File: config.mk
export PLATFORM = sky130hd
export DESIGN_NAME = mhc_top
export DESIGN_NICKNAME = d
export VERILOG_FILES = /design/src/design/mhc_pkg.sv /design/src/design/mhc_top.sv
export SDC_FILE = /design/constraint.sdc
export NUM_CORES = 1
export LEC_CHECK = 0
export BUFFER_PORTS_ARGS = -buffer_cell sky130_fd_sc_hd__buf_2
export CORE_UTILIZATION = 35
export CTS_CLUSTER_DIAMETER = 120
export DETAILED_ROUTE_END_ITERATION = 8
export PLACE_DENSITY = 0.5
export SYNTH_ARGS = -nofsm -noshare
export SYNTH_HDL_FRONTEND = slang
export SYNTH_SLANG_ARGS = --single-unit
File: constraint.sdc
create_clock -name ref_clk -period 8.5 [get_ports ref_clk]
set_input_delay 1.275 -clock ref_clk [delete_from_list [all_inputs] [get_ports ref_clk]]
set_output_delay 1.275 -clock ref_clk [all_outputs]
set_load 0.01 [all_outputs]
File: src/design/mhc_pkg.sv
// Constants, carriers and register map of the monitor host control block.
// Assumes one 25 MHz clock; host bus, serial bus and VID pins arrive asynchronously.
// Summary of operation
// - Write index port, then access data port
// - Index register keeps last written value except where parallel data accesses auto-increment it
// - Serial write: address, pointer, one data byte
// - Serial read returns byte at pointer, repeated while master acks
// - Serial accesses never auto-increment the pointer
// - Slave address resets to 0101101, writable
// - Index bit 7 shows serial busy
// - Value and POST memories have no reset
// - Power-on: converter stopped, interrupt clear asserted
// - Config bit 7 soft-initialises, then self-clears
// - Slave address untouched by soft init
// - Chip reset bit 5 forces full reset
// - Both strobes low, CS high: full reset
// - Config bit 0 starts or halts monitoring
// - Config bits 1 and 2 enable interrupts
// - Config bit 5 selects selIrqOut polarity; mgmtIrqOutN stays active low
// - Bypass bit drives open-drain output low
// - Monitoring runs with start high, clear low
// - Round: temperature, five, two, three fans
// - Result read restarts the current conversion
// - Ports 0 and 4 POST, 5 index, 6 data
// - Upper value region auto-increments, stops at top
package mhc_pkg;
  localparam int CLK_KHZ      = 25000;
  localparam int STRB_RST_NS  = 50;
  localparam int STRB_RST_CYC = (STRB_RST_NS * CLK_KHZ + 999999) / 1000000;
  localparam int ROUND_MS     = 1000;
  localparam int ROUND_CYC    = ROUND_MS * CLK_KHZ;
  localparam int NUM_ITEMS    = 11;

  localparam logic [2:0] PORT_POST0 = 3'h0;
  localparam logic [2:0] PORT_POST4 = 3'h4;
  localparam logic [2:0] PORT_INDEX = 3'h5;
  localparam logic [2:0] PORT_DATA  = 3'h6;

  localparam logic [6:0] A_CFG      = 7'h40;
  localparam logic [6:0] A_ISR1     = 7'h41;
  localparam logic [6:0] A_ISR2     = 7'h42;
  localparam logic [6:0] A_SMI1     = 7'h43;
  localparam logic [6:0] A_SMI2     = 7'h44;
  localparam logic [6:0] A_NMI1     = 7'h45;
  localparam logic [6:0] A_NMI2     = 7'h46;
  localparam logic [6:0] A_FANDIV   = 7'h47;
  localparam logic [6:0] A_SADDR    = 7'h48;
  localparam logic [6:0] A_CHIPID   = 7'h49;
  localparam logic [6:0] A_POST_TOP = 7'h1f;
  localparam logic [6:0] A_VAL_TOP  = 7'h7f;
  localparam logic [6:0] A_RES_LO   = 7'h20;
  localparam logic [6:0] A_RES_HI   = 7'h2a;
  localparam logic [5:0] VAL_RES_IDX = 6'h00;

  localparam logic [7:0] CFG_RST    = 8'h08;
  localparam logic [7:0] ZERO_RST   = 8'h00;
  localparam logic [7:0] NMI2_RST   = 8'h40;
  localparam logic [3:0] FANDIV_RST = 4'h5;
  localparam logic [6:0] SADDR_RST  = 7'h2d;

  localparam int CFG_START   = 0;
  localparam int CFG_SMI_EN  = 1;
  localparam int CFG_NMI_EN  = 2;
  localparam int CFG_INT_CLR = 3;
  localparam int CFG_NMI_POL = 5;
  localparam int CFG_BYPASS  = 6;
  localparam int CFG_INIT    = 7;
  localparam int CHIP_RST    = 5;

  typedef struct packed {
    logic       csN;
    logic       rdN;
    logic       wrN;
    logic [2:0] addr;
    logic [7:0] data;
  } mhc_isa_t;

  typedef struct packed {
    logic scl;
    logic sda;
  } mhc_ser_t;

  typedef enum logic [2:0] {
    S_IDLE = 3'b000, S_ADDR = 3'b001, S_PTR = 3'b010, S_WDATA = 3'b011,
    S_ACK = 3'b100, S_RDATA = 3'b101, S_MACK = 3'b110, S_SKIP = 3'b111
  } mhc_ser_state_t;

  typedef enum logic [1:0] {M_IDLE = 2'b00, M_CONV = 2'b01, M_GAP = 2'b10} mhc_mon_state_t;
endpackage : mhc_pkg

File: src/design/mhc_top.sv
// Host access, serial slave, configuration and monitoring sequencer of the monitor.
// Assumes host bus, serial bus and VID pins are asynchronous to ref_clk; converter handshake is on ref_clk.
`timescale 1ns/1ps
module mhc_top #(
  parameter int          ROUND_CYCLES = mhc_pkg::ROUND_CYC,
  parameter logic [1:0]  CHIP_ID_HI   = 2'h2  // Arbitrary identification value
) (
  input  wire logic       ref_clk,
  input  wire logic       reset,
  input  wire logic       isaCsN,
  input  wire logic       isaRdN,
  input  wire logic       isaWrN,
  input  wire logic [2:0] isaAddr,
  input  wire logic [7:0] isaDataIn,
  output      logic [7:0] isaDataOut,
  output      logic       isaDataOeN,
  input  wire logic       sclIn,
  input  wire logic       sdaIn,
  output      logic       sdaOut,
  output      logic       sdaOeN,
  input  wire logic [4:0] vidIn,
  input  wire logic [7:0] eventIn1,
  input  wire logic [7:0] eventIn2,
  input  wire logic       convDone,
  input  wire logic [7:0] convResult,
  output      logic       convStart,
  output      logic [3:0] convChannel,
  output      logic       mgmtIrqOutN,
  output      logic       selIrqOut,
  output      logic       bypassOut,
  output      logic       bypassOeN
);
  if (ROUND_CYCLES < 2) begin : g_chk_round
    $error("ROUND_CYCLES must be at least 2");
  end
  if (mhc_pkg::STRB_RST_CYC > 15) begin : g_chk_strb
    $error("strobe reset count too large");
  end
  localparam int RCW = $clog2(ROUND_CYCLES + 1);
  localparam logic [RCW-1:0] ROUND_LAST = RCW'(ROUND_CYCLES - 1);
  localparam logic [3:0] STRB_LAST = 4'(mhc_pkg::STRB_RST_CYC - 1);
  localparam logic [3:0] LAST_ITEM = 4'(mhc_pkg::NUM_ITEMS - 1);

  // Pin synchronisers; the first stage feeds only the second
  mhc_pkg::mhc_isa_t isaS1_q, isaCur, isaPrv;
  mhc_pkg::mhc_ser_t serS1_q, serCur, serPrv;
  logic [4:0] vidS1_q, vidS_q;
  always_ff @(posedge ref_clk or posedge reset) begin
    if (reset) begin
      isaS1_q <= '1;
      isaCur  <= '1;
      isaPrv  <= '1;
      serS1_q <= '1;
      serCur  <= '1;
      serPrv  <= '1;
      vidS1_q <= '0;
      vidS_q  <= '0;
    end else begin
      isaS1_q <= '{isaCsN, isaRdN, isaWrN, isaAddr, isaDataIn};
      isaCur  <= isaS1_q;
      isaPrv  <= isaCur;
      serS1_q <= '{sclIn, sdaIn};
      serCur  <= serS1_q;
      serPrv  <= serCur;
      vidS1_q <= vidIn;
      vidS_q  <= vidS1_q;
    end
  end

  mhc_pkg::mhc_ser_state_t serState_q, serNext_q;
  mhc_pkg::mhc_mon_state_t monState_q;
  logic [7:0] serShift_q;
  logic [3:0] bitCnt_q, strbCnt_q, chan_q;
  logic [6:0] idx_q, slaveAddr_q;
  logic [4:0] postPtr_q;
  logic [7:0] cfg_q, isr1_q, isr2_q, smi1_q, smi2_q, nmi1_q, nmi2_q;
  logic [3:0] fanDiv_q;
  logic       fullRst_q;
  logic [RCW-1:0] roundCnt_q;
  logic [7:0] postMem [32];
  logic [7:0] valMem  [64];

  // Parallel bus decode on the trailing edge of each strobe
  wire busy      = serState_q != mhc_pkg::S_IDLE;
  wire rdActive  = !isaCur.csN && !isaCur.rdN;
  wire isaRdEnd  = !isaPrv.csN && !isaPrv.rdN && isaCur.rdN;
  wire isaWrEnd  = !isaPrv.csN && !isaPrv.wrN && isaCur.wrN;
  wire isaIdxWr  = isaWrEnd && isaPrv.addr == mhc_pkg::PORT_INDEX && !busy;
  wire isaDatWr  = isaWrEnd && isaPrv.addr == mhc_pkg::PORT_DATA && !busy;
  wire isaDatRd  = isaRdEnd && isaPrv.addr == mhc_pkg::PORT_DATA && !busy;
  wire isaPostWr = isaWrEnd && !busy &&
                   (isaPrv.addr == mhc_pkg::PORT_POST0 || isaPrv.addr == mhc_pkg::PORT_POST4);
  wire strbLow   = isaCur.csN && !isaCur.rdN && !isaCur.wrN;

  // Serial bus conditions
  wire sclRise   = !serPrv.scl && serCur.scl;
  wire sclFall   = serPrv.scl && !serCur.scl;
  wire serStart  = serPrv.scl && serCur.scl && serPrv.sda && !serCur.sda;
  wire serStop   = serPrv.scl && serCur.scl && !serPrv.sda && serCur.sda;
  wire rxState   = serState_q == mhc_pkg::S_ADDR || serState_q == mhc_pkg::S_PTR ||
                   serState_q == mhc_pkg::S_WDATA;
  wire serByte   = rxState && sclFall && bitCnt_q == 4'h8;
  wire addrHit   = serShift_q[7:1] == slaveAddr_q;
  wire serPtrWr  = serByte && serState_q == mhc_pkg::S_PTR;
  wire serRegWr  = serByte && serState_q == mhc_pkg::S_WDATA;
  wire serLoad   = sclFall && ((serState_q == mhc_pkg::S_ACK && serNext_q == mhc_pkg::S_RDATA) ||
                   (serState_q == mhc_pkg::S_MACK && bitCnt_q == 4'h9));

  // Shared register access, addressed by the index register for both hosts
  wire       regWr     = isaDatWr || serRegWr;
  wire [7:0] regWrData = serRegWr ? serShift_q : isaPrv.data;
  wire       regRd     = isaDatRd || serLoad;
  wire       isPost    = idx_q[6:5] == 2'h0;
  wire       isVal     = idx_q[5];
  wire [5:0] valIdx    = {idx_q[6], idx_q[4:0]};
  wire       softInit  = regWr && idx_q == mhc_pkg::A_CFG && regWrData[mhc_pkg::CFG_INIT];
  wire       chipRstWr = regWr && idx_q == mhc_pkg::A_CHIPID && regWrData[mhc_pkg::CHIP_RST];
  wire       initAll   = softInit || fullRst_q;
  wire       wrCtl     = regWr && !softInit;
  wire       resultRd  = regRd && idx_q >= mhc_pkg::A_RES_LO && idx_q <= mhc_pkg::A_RES_HI;
  wire       run       = cfg_q[mhc_pkg::CFG_START] && !cfg_q[mhc_pkg::CFG_INT_CLR];
  wire       convWr    = monState_q == mhc_pkg::M_CONV && convDone && !resultRd;
  wire [5:0] resIdx    = mhc_pkg::VAL_RES_IDX + {2'h0, chan_q};

  function automatic logic [7:0] ctlRead(input logic [6:0] a);
    if (a == mhc_pkg::A_CFG) ctlRead = cfg_q;
    else if (a == mhc_pkg::A_ISR1) ctlRead = isr1_q;
    else if (a == mhc_pkg::A_ISR2) ctlRead = isr2_q;
    else if (a == mhc_pkg::A_SMI1) ctlRead = smi1_q;
    else if (a == mhc_pkg::A_SMI2) ctlRead = smi2_q;
    else if (a == mhc_pkg::A_NMI1) ctlRead = nmi1_q;
    else if (a == mhc_pkg::A_NMI2) ctlRead = nmi2_q;
    else if (a == mhc_pkg::A_FANDIV) ctlRead = {fanDiv_q, vidS_q[3:0]};
    else if (a == mhc_pkg::A_SADDR) ctlRead = {1'b0, slaveAddr_q};
    else if (a == mhc_pkg::A_CHIPID) ctlRead = {CHIP_ID_HI, 5'h00, vidS_q[4]};
    else ctlRead = 8'h00;
  endfunction : ctlRead

  // Auto-increment for parallel data-port accesses only
  function automatic logic [6:0] incIdx(input logic [6:0] a);
    if (a == mhc_pkg::A_ISR1 || a == mhc_pkg::A_SMI1 || a == mhc_pkg::A_NMI1) incIdx = a + 7'h01;
    else if (a < mhc_pkg::A_POST_TOP) incIdx = a + 7'h01;
    else if (a[6:5] == 2'h3 && a != mhc_pkg::A_VAL_TOP) incIdx = a + 7'h01;
    else incIdx = a;
  endfunction : incIdx

  wire [7:0] regRdData = isPost ? postMem[idx_q[4:0]] : isVal ? valMem[valIdx] : ctlRead(idx_q);
  wire [7:0] portRd    = isaCur.addr == mhc_pkg::PORT_INDEX ? {busy, idx_q} :
                         isaCur.addr == mhc_pkg::PORT_DATA ? regRdData : 8'h00;
  wire       smiAct    = |(isr1_q & ~smi1_q) || |(isr2_q & ~smi2_q);
  wire       nmiAct    = |(isr1_q & ~nmi1_q) || |(isr2_q & ~nmi2_q);
  wire       selAct    = cfg_q[mhc_pkg::CFG_NMI_EN] && !cfg_q[mhc_pkg::CFG_INT_CLR] && nmiAct;

  // Full reset from strobe pattern or chip reset bit
  always_ff @(posedge ref_clk or posedge reset) begin
    if (reset) begin
      strbCnt_q <= 4'h0;
      fullRst_q <= 1'b0;
    end else begin
      strbCnt_q <= strbLow ? (strbCnt_q == STRB_LAST ? strbCnt_q : strbCnt_q + 4'h1) : 4'h0;
      fullRst_q <= chipRstWr || (strbLow && strbCnt_q == STRB_LAST);
    end
  end

  // Index register and POST write pointer
  always_ff @(posedge ref_clk or posedge reset) begin
    if (reset) begin
      idx_q     <= 7'h00;
      postPtr_q <= 5'h00;
    end else if (fullRst_q) begin
      idx_q     <= 7'h00;
      postPtr_q <= 5'h00;
    end else begin
      if (serPtrWr) idx_q <= serShift_q[6:0];
      else if (isaIdxWr) idx_q <= isaPrv.data[6:0];
      else if (isaDatWr || isaDatRd) idx_q <= incIdx(idx_q);
      if (isaPostWr && postPtr_q != mhc_pkg::A_POST_TOP[4:0]) postPtr_q <= postPtr_q + 5'h01;
    end
  end

  // Control registers; soft init spares the slave address
  always_ff @(posedge ref_clk or posedge reset) begin
    if (reset) begin
      cfg_q       <= mhc_pkg::CFG_RST;
      isr1_q      <= mhc_pkg::ZERO_RST;
      isr2_q      <= mhc_pkg::ZERO_RST;
      smi1_q      <= mhc_pkg::ZERO_RST;
      smi2_q      <= mhc_pkg::ZERO_RST;
      nmi1_q      <= mhc_pkg::ZERO_RST;
      nmi2_q      <= mhc_pkg::NMI2_RST;
      fanDiv_q    <= mhc_pkg::FANDIV_RST;
      slaveAddr_q <= mhc_pkg::SADDR_RST;
    end else begin
      if (initAll) begin
        cfg_q    <= mhc_pkg::CFG_RST;
        isr1_q   <= mhc_pkg::ZERO_RST;
        isr2_q   <= mhc_pkg::ZERO_RST;
        smi1_q   <= mhc_pkg::ZERO_RST;
        smi2_q   <= mhc_pkg::ZERO_RST;
        nmi1_q   <= mhc_pkg::ZERO_RST;
        nmi2_q   <= mhc_pkg::NMI2_RST;
        fanDiv_q <= mhc_pkg::FANDIV_RST;
      end else begin
        if (wrCtl && idx_q == mhc_pkg::A_CFG) cfg_q <= {1'b0, regWrData[6:0]};
        if (wrCtl && idx_q == mhc_pkg::A_SMI1) smi1_q <= regWrData;
        if (wrCtl && idx_q == mhc_pkg::A_SMI2) smi2_q <= regWrData;
        if (wrCtl && idx_q == mhc_pkg::A_NMI1) nmi1_q <= regWrData;
        if (wrCtl && idx_q == mhc_pkg::A_NMI2) nmi2_q <= regWrData;
        if (wrCtl && idx_q == mhc_pkg::A_FANDIV) fanDiv_q <= regWrData[7:4];
        // Clear on read, a same-cycle event still sets
        isr1_q <= ((regRd && idx_q == mhc_pkg::A_ISR1) ? 8'h00 : isr1_q) | eventIn1;
        isr2_q <= ((regRd && idx_q == mhc_pkg::A_ISR2) ? 8'h00 : isr2_q) | eventIn2;
      end
      if (fullRst_q) slaveAddr_q <= mhc_pkg::SADDR_RST;
      else if (regWr && idx_q == mhc_pkg::A_SADDR) slaveAddr_q <= regWrData[6:0];
    end
  end

  // Memories hold no reset value
  always_ff @(posedge ref_clk) begin
    if (convWr) valMem[resIdx] <= convResult;
    else if (regWr && isVal) valMem[valIdx] <= regWrData;
    if (isaPostWr) postMem[postPtr_q] <= isaPrv.data;
    else if (regWr && isPost) postMem[idx_q[4:0]] <= regWrData;
  end

  // Serial slave: one pointer byte and one data byte per write, no auto-increment
  always_ff @(posedge ref_clk or posedge reset) begin
    if (reset) begin
      serState_q <= mhc_pkg::S_IDLE;
      serNext_q  <= mhc_pkg::S_IDLE;
      serShift_q <= 8'h00;
      bitCnt_q   <= 4'h0;
    end else if (fullRst_q || serStop) begin
      serState_q <= mhc_pkg::S_IDLE;
    end else if (serStart) begin
      serState_q <= mhc_pkg::S_ADDR;
      bitCnt_q   <= 4'h0;
    end else begin
      case (serState_q)
        mhc_pkg::S_ADDR, mhc_pkg::S_PTR, mhc_pkg::S_WDATA: begin
          if (sclRise) begin
            serShift_q <= {serShift_q[6:0], serCur.sda};
            bitCnt_q   <= bitCnt_q + 4'h1;
          end else if (serByte) begin
            serState_q <= (serState_q != mhc_pkg::S_ADDR || addrHit) ? mhc_pkg::S_ACK : mhc_pkg::S_SKIP;
            serNext_q  <= serState_q == mhc_pkg::S_PTR ? mhc_pkg::S_WDATA :
                          serState_q == mhc_pkg::S_WDATA ? mhc_pkg::S_SKIP :
                          serShift_q[0] ? mhc_pkg::S_RDATA : mhc_pkg::S_PTR;
          end
        end
        mhc_pkg::S_ACK: begin
          if (sclFall) begin
            serState_q <= serNext_q;
            bitCnt_q   <= 4'h0;
            if (serLoad) serShift_q <= regRdData;
          end
        end
        mhc_pkg::S_RDATA: begin
          if (sclFall) begin
            serShift_q <= {serShift_q[6:0], 1'b0};
            bitCnt_q   <= bitCnt_q + 4'h1;
            if (bitCnt_q == 4'h7) serState_q <= mhc_pkg::S_MACK;
          end
        end
        mhc_pkg::S_MACK: begin
          if (sclRise && serCur.sda) serState_q <= mhc_pkg::S_SKIP;
          else if (sclRise) bitCnt_q <= 4'h9;
          else if (serLoad) begin
            serState_q <= mhc_pkg::S_RDATA;
            serShift_q <= regRdData;
            bitCnt_q   <= 4'h0;
          end
        end
        default: serState_q <= serState_q;
      endcase
    end
  end

  // Round-robin monitoring sequencer
  always_ff @(posedge ref_clk or posedge reset) begin
    if (reset) begin
      monState_q <= mhc_pkg::M_IDLE;
      chan_q     <= 4'h0;
      convStart  <= 1'b0;
      roundCnt_q <= '0;
    end else if (!run || fullRst_q) begin
      monState_q <= mhc_pkg::M_IDLE;
      chan_q     <= 4'h0;
      convStart  <= 1'b0;
    end else begin
      convStart  <= 1'b0;
      roundCnt_q <= roundCnt_q == ROUND_LAST ? roundCnt_q : roundCnt_q + RCW'(1);
      case (monState_q)
        mhc_pkg::M_CONV: begin
          if (resultRd) convStart <= 1'b1;
          else if (convDone && chan_q == LAST_ITEM) monState_q <= mhc_pkg::M_GAP;
          else if (convDone) begin
            chan_q    <= chan_q + 4'h1;
            convStart <= 1'b1;
          end
        end
        mhc_pkg::M_GAP: begin
          if (roundCnt_q == ROUND_LAST) begin
            monState_q <= mhc_pkg::M_CONV;
            chan_q     <= 4'h0;
            convStart  <= 1'b1;
            roundCnt_q <= '0;
          end
        end
        default: begin
          monState_q <= mhc_pkg::M_CONV;
          chan_q     <= 4'h0;
          convStart  <= 1'b1;
          roundCnt_q <= '0;
        end
      endcase
    end
  end
  assign convChannel = chan_q;

  // Pin drivers
  always_ff @(posedge ref_clk or posedge reset) begin
    if (reset) begin
      isaDataOut  <= 8'h00;
      isaDataOeN  <= 1'b1;
      sdaOut      <= 1'b0;
      sdaOeN      <= 1'b1;
      mgmtIrqOutN <= 1'b1;
      selIrqOut   <= 1'b1;
      bypassOut   <= 1'b0;
      bypassOeN   <= 1'b1;
    end else begin
      isaDataOut  <= portRd;
      isaDataOeN  <= !rdActive;
      sdaOut      <= 1'b0;
      sdaOeN      <= !(serState_q == mhc_pkg::S_ACK || (serState_q == mhc_pkg::S_RDATA && !serShift_q[7]));
      mgmtIrqOutN <= !(cfg_q[mhc_pkg::CFG_SMI_EN] && !cfg_q[mhc_pkg::CFG_INT_CLR] && smiAct);
      selIrqOut   <= cfg_q[mhc_pkg::CFG_NMI_POL] ? selAct : !selAct;
      bypassOut   <= 1'b0;
      bypassOeN   <= !cfg_q[mhc_pkg::CFG_BYPASS];
    end
  end
endmodule : mhc_top

* Word-level counts from Yosys, hierarchy flattened *
Memories as Yosys holds them, arrays and structs flattened.
Index checks and enable logic that the tools add are counted.

storage, ports and cells
  flip-flop bits (word level) = 205
  RAM bits = 768
  input port bits = 48
  logic and storage cells = 371
  memories = 2

operators by class
  add/sub/neg operators = 6
  $lt $le $gt $ge = 3
  equal/unequal tests = 58
  muxes and demuxes = 111
  bitwise logic cells = 13
  reductions and logical operators = 128

memory list
  memory   depth  bits a word  rd ports  clocked after memory_dff  write ports  RTL line       RTL
  valMem   64     8            1         0                         1            mhc_top.sv:81  logic [7:0] valMem [64];
  postMem  32     8            1         0                         1            mhc_top.sv:80  logic [7:0] postMem [32];

operators with widths
  kind                   count
  $mux 8                 37
  $eq 7x7->1 const B     10
  $mux 4                 16
  $mux 7                 9
  $logic_and 1x1->1      60
  $mux 25                2
  $pmux 25 s2            1
  $reduce_or 8->1        6
  $mux 3                 13
  $and 8x8->8            4
  $not 8->8              4
  $pmux 8 s4             1
  $eq 3x3->1 const B     9
  $add 25x1->25 const B  1
  $eq 25x25->1 const B   1
  $ne 4x4->1 const B     6
  $logic_not 1->1        21
  $mux 1                 18
  $ne 3x3->1 const B     6
  $logic_or 1x1->1       17
  $or 8x8->8             2
  $pmux 4 s4             1
  $reduce_and 8->1       2
  $reduce_bool 2->1      8
  40 further kinds       64

* Logic depth before layout (Yosys ltp) *
  word-level depth = 17
  mapped depth = 17

* Least setup slack after synthesis *
OpenSTA, ideal clock, no wires.

  kind = register to register
  start point = register serPrv[1] (netlist name)
  end point = memory valMem[0][5] (data pin)
  arrival = 3.826 ns
  setup slack = 4.126 ns
  cell stages (with the launch flop) = 9
  buffers on the path = 2
  clock period less this slack = 4.374 ns
  cell sequence = dfstp_2 nor2b_1 a21boi_2 o21ai_1 a31oi_4 buf_2 buf_2 nor2_1 a21oi_1

between the ends
  cells in the longest elaborated chain, start to end = 11
  elaborated cells between the ends (all ways) = 18
  classes of those cells = mux: 5; reduce/logical: 13

ends and longest elaborated chain
  what                                                   RTL line                        RTL
  from (decl)                                            mhc_top.sv:46                   mhc_pkg::mhc_ser_t serS1_q, serCur, serPrv;
  from (signal assigned)                                 mhc_top.sv:64                   serPrv <= serCur;
  $logic_and 1x1->1 (*)                                  mhc_top.sv:97                   wire sclFall = serPrv.scl && !serCur.scl;
  $logic_and 1x1->1, on equally long branches            mhc_top.sv:102, mhc_top.sv:106
  $logic_and 1x1->1 or $logic_or 1x1->1 (tied branches)  mhc_top.sv:102, mhc_top.sv:112
  $logic_and 1x1->1, on equally long branches            mhc_top.sv:105, mhc_top.sv:120
  $logic_or 1x1->1 or $logic_and 1x1->1 (tied branches)  mhc_top.sv:110, mhc_top.sv:120
  $logic_and 1x1->1 or $logic_not 1->1 (tied branches)   mhc_top.sv:222, mhc_top.sv:122
  $mux 1 or $logic_and 1x1->1 (tied branches)            mhc_top.sv:222, mhc_top.sv:122
  $mux 1                                                 mhc_top.sv:221                  if (convWr) valMem[resIdx] <= convResult;
  $mux 1 (not written as such)                           mhc_top.sv:222                  else if (regWr && isVal) valMem[valIdx] <= regWrData;
  $reduce_or 8->1 (no source line)                       -
  $mux 8 (no source line) (*)                            -
  to (decl)                                              mhc_top.sv:81

Every way passes the cells marked *; elsewhere a longest branch is shown, timed or not.

* Worst setup path in the final report *
  start point = register bitCnt_q[0]
  end point = memory valMem[32][7], enable pin

between the ends
  cells in the longest elaborated chain, start to end = 13
  elaborated cells between the ends (all ways) = 22
  classes of those cells = eq/ne: 2; mux: 7; reduce/logical: 13

ends and longest elaborated chain
  what                                               RTL line        RTL
  from (decl)                                        mhc_top.sv:73   logic [3:0] bitCnt_q, strbCnt_q, chan_q;
  from (signal assigned)                             mhc_top.sv:244  bitCnt_q <= bitCnt_q + 4'h1;
  from (signal assigned)                             mhc_top.sv:262  bitCnt_q <= bitCnt_q + 4'h1;
  $eq 4x4->1                                         mhc_top.sv:107  (serState_q == mhc_pkg::S_MACK && bitCnt_q == 4'h9));
  $logic_and 1x1->1                                  mhc_top.sv:107
  $logic_or 1x1->1                                   mhc_top.sv:106  wire serLoad = sclFall && ((serState_q == mhc_pkg::S_ACK && serNext_q == mhc_pkg::S_RDATA) ||
  $logic_and 1x1->1                                  mhc_top.sv:106
  $logic_or 1x1->1                                   mhc_top.sv:112  wire regRd = isaDatRd || serLoad;
  $logic_and 1x1->1 (2 in a row)                     mhc_top.sv:120  wire resultRd = regRd && idx_q >= mhc_pkg::A_RES_LO && idx_q <= mhc_pkg::A_RES_HI;
  $logic_not 1->1                                    mhc_top.sv:122  wire convWr = monState_q == mhc_pkg::M_CONV && convDone && !resultRd;
  $logic_and 1x1->1                                  mhc_top.sv:122
  $mux 1                                             mhc_top.sv:221
  $mux 1 (not written as such)                       mhc_top.sv:222
  $reduce_or 8->1 (no source line)                   -
  $mux 6 (no source line) or $mux 1 (tied branches)  -

Parallel ways exist; a longest one is shown, timed or not.

==> metrics.txt <==
status=complete, no violations; Clock Tree Buf Depth=3; area leader, netlist=edfxtp_1; IO Count=68; CP max stage delay=1.01 ns; clock slew at reported path FFs=0.06 ns; Hold Crit Class=flip-flop to flip-flop; Slew Viols, Final=0; critical path depth=11; Leak=15.2 nW; mean post-synth cell area=15.7 um2; CTS tree=done; CP Buf/Inv Count=2; Worst-Skew Late Latency=0.68 ns; Final nets=2742; post-CTS setup buffer count=0; FF+latch count, synth=972; gr usage total=20.0%; DR WL/cell=27.7 um; First DRT Iteration DRCs=2481; CP cell instances=inv_1, ha_1, nor4bb_1, nand3_1, o21ai_2, nand2_1, a31oi_4, buf_4, nor4_1, a31oi_2, nor2_1; crit path from=bitCnt_q[0]; first-pass GRT wire length=173000 um; Synth Warn #=0; fin crit period=5.56 ns; Primary FF master, synth=edfxtp_1; Synth top cells by count=edfxtp_1 (768), nor2_1 (272), dfrtp_1 (143); DR pass1 iterations=6; DRC=0; mapped cell area=40700 um2; final hold vios=0; Buffers on Ports=65; CP arrival=5.86 ns; Max Freq=180 MHz; final setup fails=0; worst slew pin tran=1.30 ns; number of global-route vias before repair=24100; die height=343 um; RR Endpoint=valMem[32][7]; Worst path slowest cell=a31oi_2; CP Capture Point=valMem[32][7]; num rows=124; Worst EP required=8.80 ns; R2R cell count=11; Core ar.=115000 um2; Post-Route WL=118000 um; DR vias/cell=5.70; Reg2Reg Launch Point=bitCnt_q[0]; Overall Power=12.0 mW; r2r setup slk=2.94 ns; synthesis-to-finish area growth=13.1%; full die area=118000 um2; CTS Hold Bufs=0; Die Width=343 um; number of synthesized flops with an enable pin=768; Clock Sinks=972; sequential fraction of the synthesis area=69.4%; ys async rst share=21.0%; Synth Instances=2597; final period utilization=65.4%; top-area cell type share of the netlist area=56.7%; Util after Layout=40.1%; count leader, synth=edfxtp_1; largest net degree at the start of global routing=136; number of library cell types mapped by synthesis=94; via count=24300; DPL Wire Length=75300 um; initial antenna violation count=0; worst vdd ir=0.000226 V; layout cells sized above 1=19.2%; H-tree levels=3; Worst slew margin=13.1%; cts repair resizes=0; TNS Setup=0 ns; routability cong.=0.901; Worst path top cell family by delay=compound AO/OA/AOI/OAI gates; cell area power density=262 nW/um2; max-cap violations=0; CP Max Fanout=20; number of routed nets with antenna violations=0; WS Path Type=flip-flop to flip-flop; root buf cell=clkbuf_16; most area-consuming cells after synthesis=edfxtp_1 (57%), dfrtp_1 (8.8%), mux4_2 (7.1%); Starting Density=35.4%; clk_skew=0.0238 ns; RSZ-0062 raised after global routing=false; Crit. End Element=flip-flop; CP startpoint kind=flip-flop; # diodes=0; grt total ovfl=0; CTS buffer count=99
## where the power goes
group,leakage (nW),switching (mW),internal (mW)
logic,4.21,1.32,0.936
clock network,1.57,1.87,2.50
registers,9.39,0.183,5.24
total,15.2,3.37,8.67
## how the worst min path moves through the flow
stage                           from        end  depth (start not counted)
after global routing      vidS1_q[0]  vidS_q[0]                          0
final                     vidS1_q[0]  vidS_q[0]                          0
after floorplan           vidS1_q[0]  vidS_q[0]                          0
after CTS                 vidS1_q[0]  vidS_q[0]                          0
after detailed placement  vidS1_q[3]  vidS_q[3]                          0
after global placement    vidS1_q[4]  vidS_q[4]                          0
## final cells by class
| cell class | instances | area, um2 |
|---|---|---|
| timing repair buffer | 122 | 791 |
| inverter | 46 | 180 |
| tap | 1512 | 1890 |
| multi-input combinational | 1436 | 11600 |
| clock buffer | 130 | 2670 |
| fill | 10400 | 68800 |
| clock inverter | 52 | 586 |
| sequential | 972 | 28300 |
## sequential cells by signal, indices dropped and copies added, names as in the netlist, 5 cells and up
signal and flops:
vidS1_q 5, serShift_q 8, nmi2_q 8, isaDataOut 8
idx_q 7, slaveAddr_q 7, smi2_q 8, valMem 512
postPtr_q 5, isr1_q 8, vidS_q 5, cfg_q 7
postMem 256, roundCnt_q 25, isaPrv 14, isr2_q 8
isaCur 14, smi1_q 8, isaS1_q 14, nmi1_q 8
## through the flow
stage	setup WS (ns)	cells	cell area [um2]	hold WS, ns
final	2.94	4270	46000	0.347
after global placement	3.29	4088	42800	0.340
after floorplan	1.76	2598	40700	0.331
after CTS	3.06	4270	46000	0.347
after global routing	2.69	4270	46000	0.357
after detailed placement	3.10	4088	42800	0.338
## layout by cell type, fill, tap and decap left out, drive strengths merged, types with 10 or more instances in the layout
cell / n
a22o: 16
and2: 14
a211oi: 48
nor2: 273
o221ai: 28
nand4: 17
a22oi: 31
inv: 53
nor3: 43
dfrtp: 143
clkinv: 30
a31oi: 35
a221oi: 23
a21oi: 106
o21ai: 104
dfstp: 61
nand2: 125
o22ai: 29
mux2: 10
nor2b: 23
o211ai: 15
buf: 122
ha: 17
mux2i: 104
xor2: 15
o31ai: 12
mux4: 152
clkbuf: 130
edfxtp: 768
and3: 10
nand3: 43
## logic make-up after synthesis
| family | synth area share (%) |
|---|---|
| AOI/OAI and AO/OA | 8.31 |
| xor gates and xnor gates | 0.517 |
| adders and majority gates | 0.523 |
| buffers and inverters | 2.60 |
| DFF | 69.4 |
| muxes | 11.5 |
| other | 0.00922 |
| and+or+nand+nor | 7.17 |
## per-layer routing
metal	GRT usage [%]	vias up	share of wire (%)
met4	6.04	0	2.7
met2	32.2	1012	48
li1	-	10400	-
met5	0	-	0
met3	2.89	173	6.6
met1	28.1	12700	43
Power figures use the tool's default switching activity.
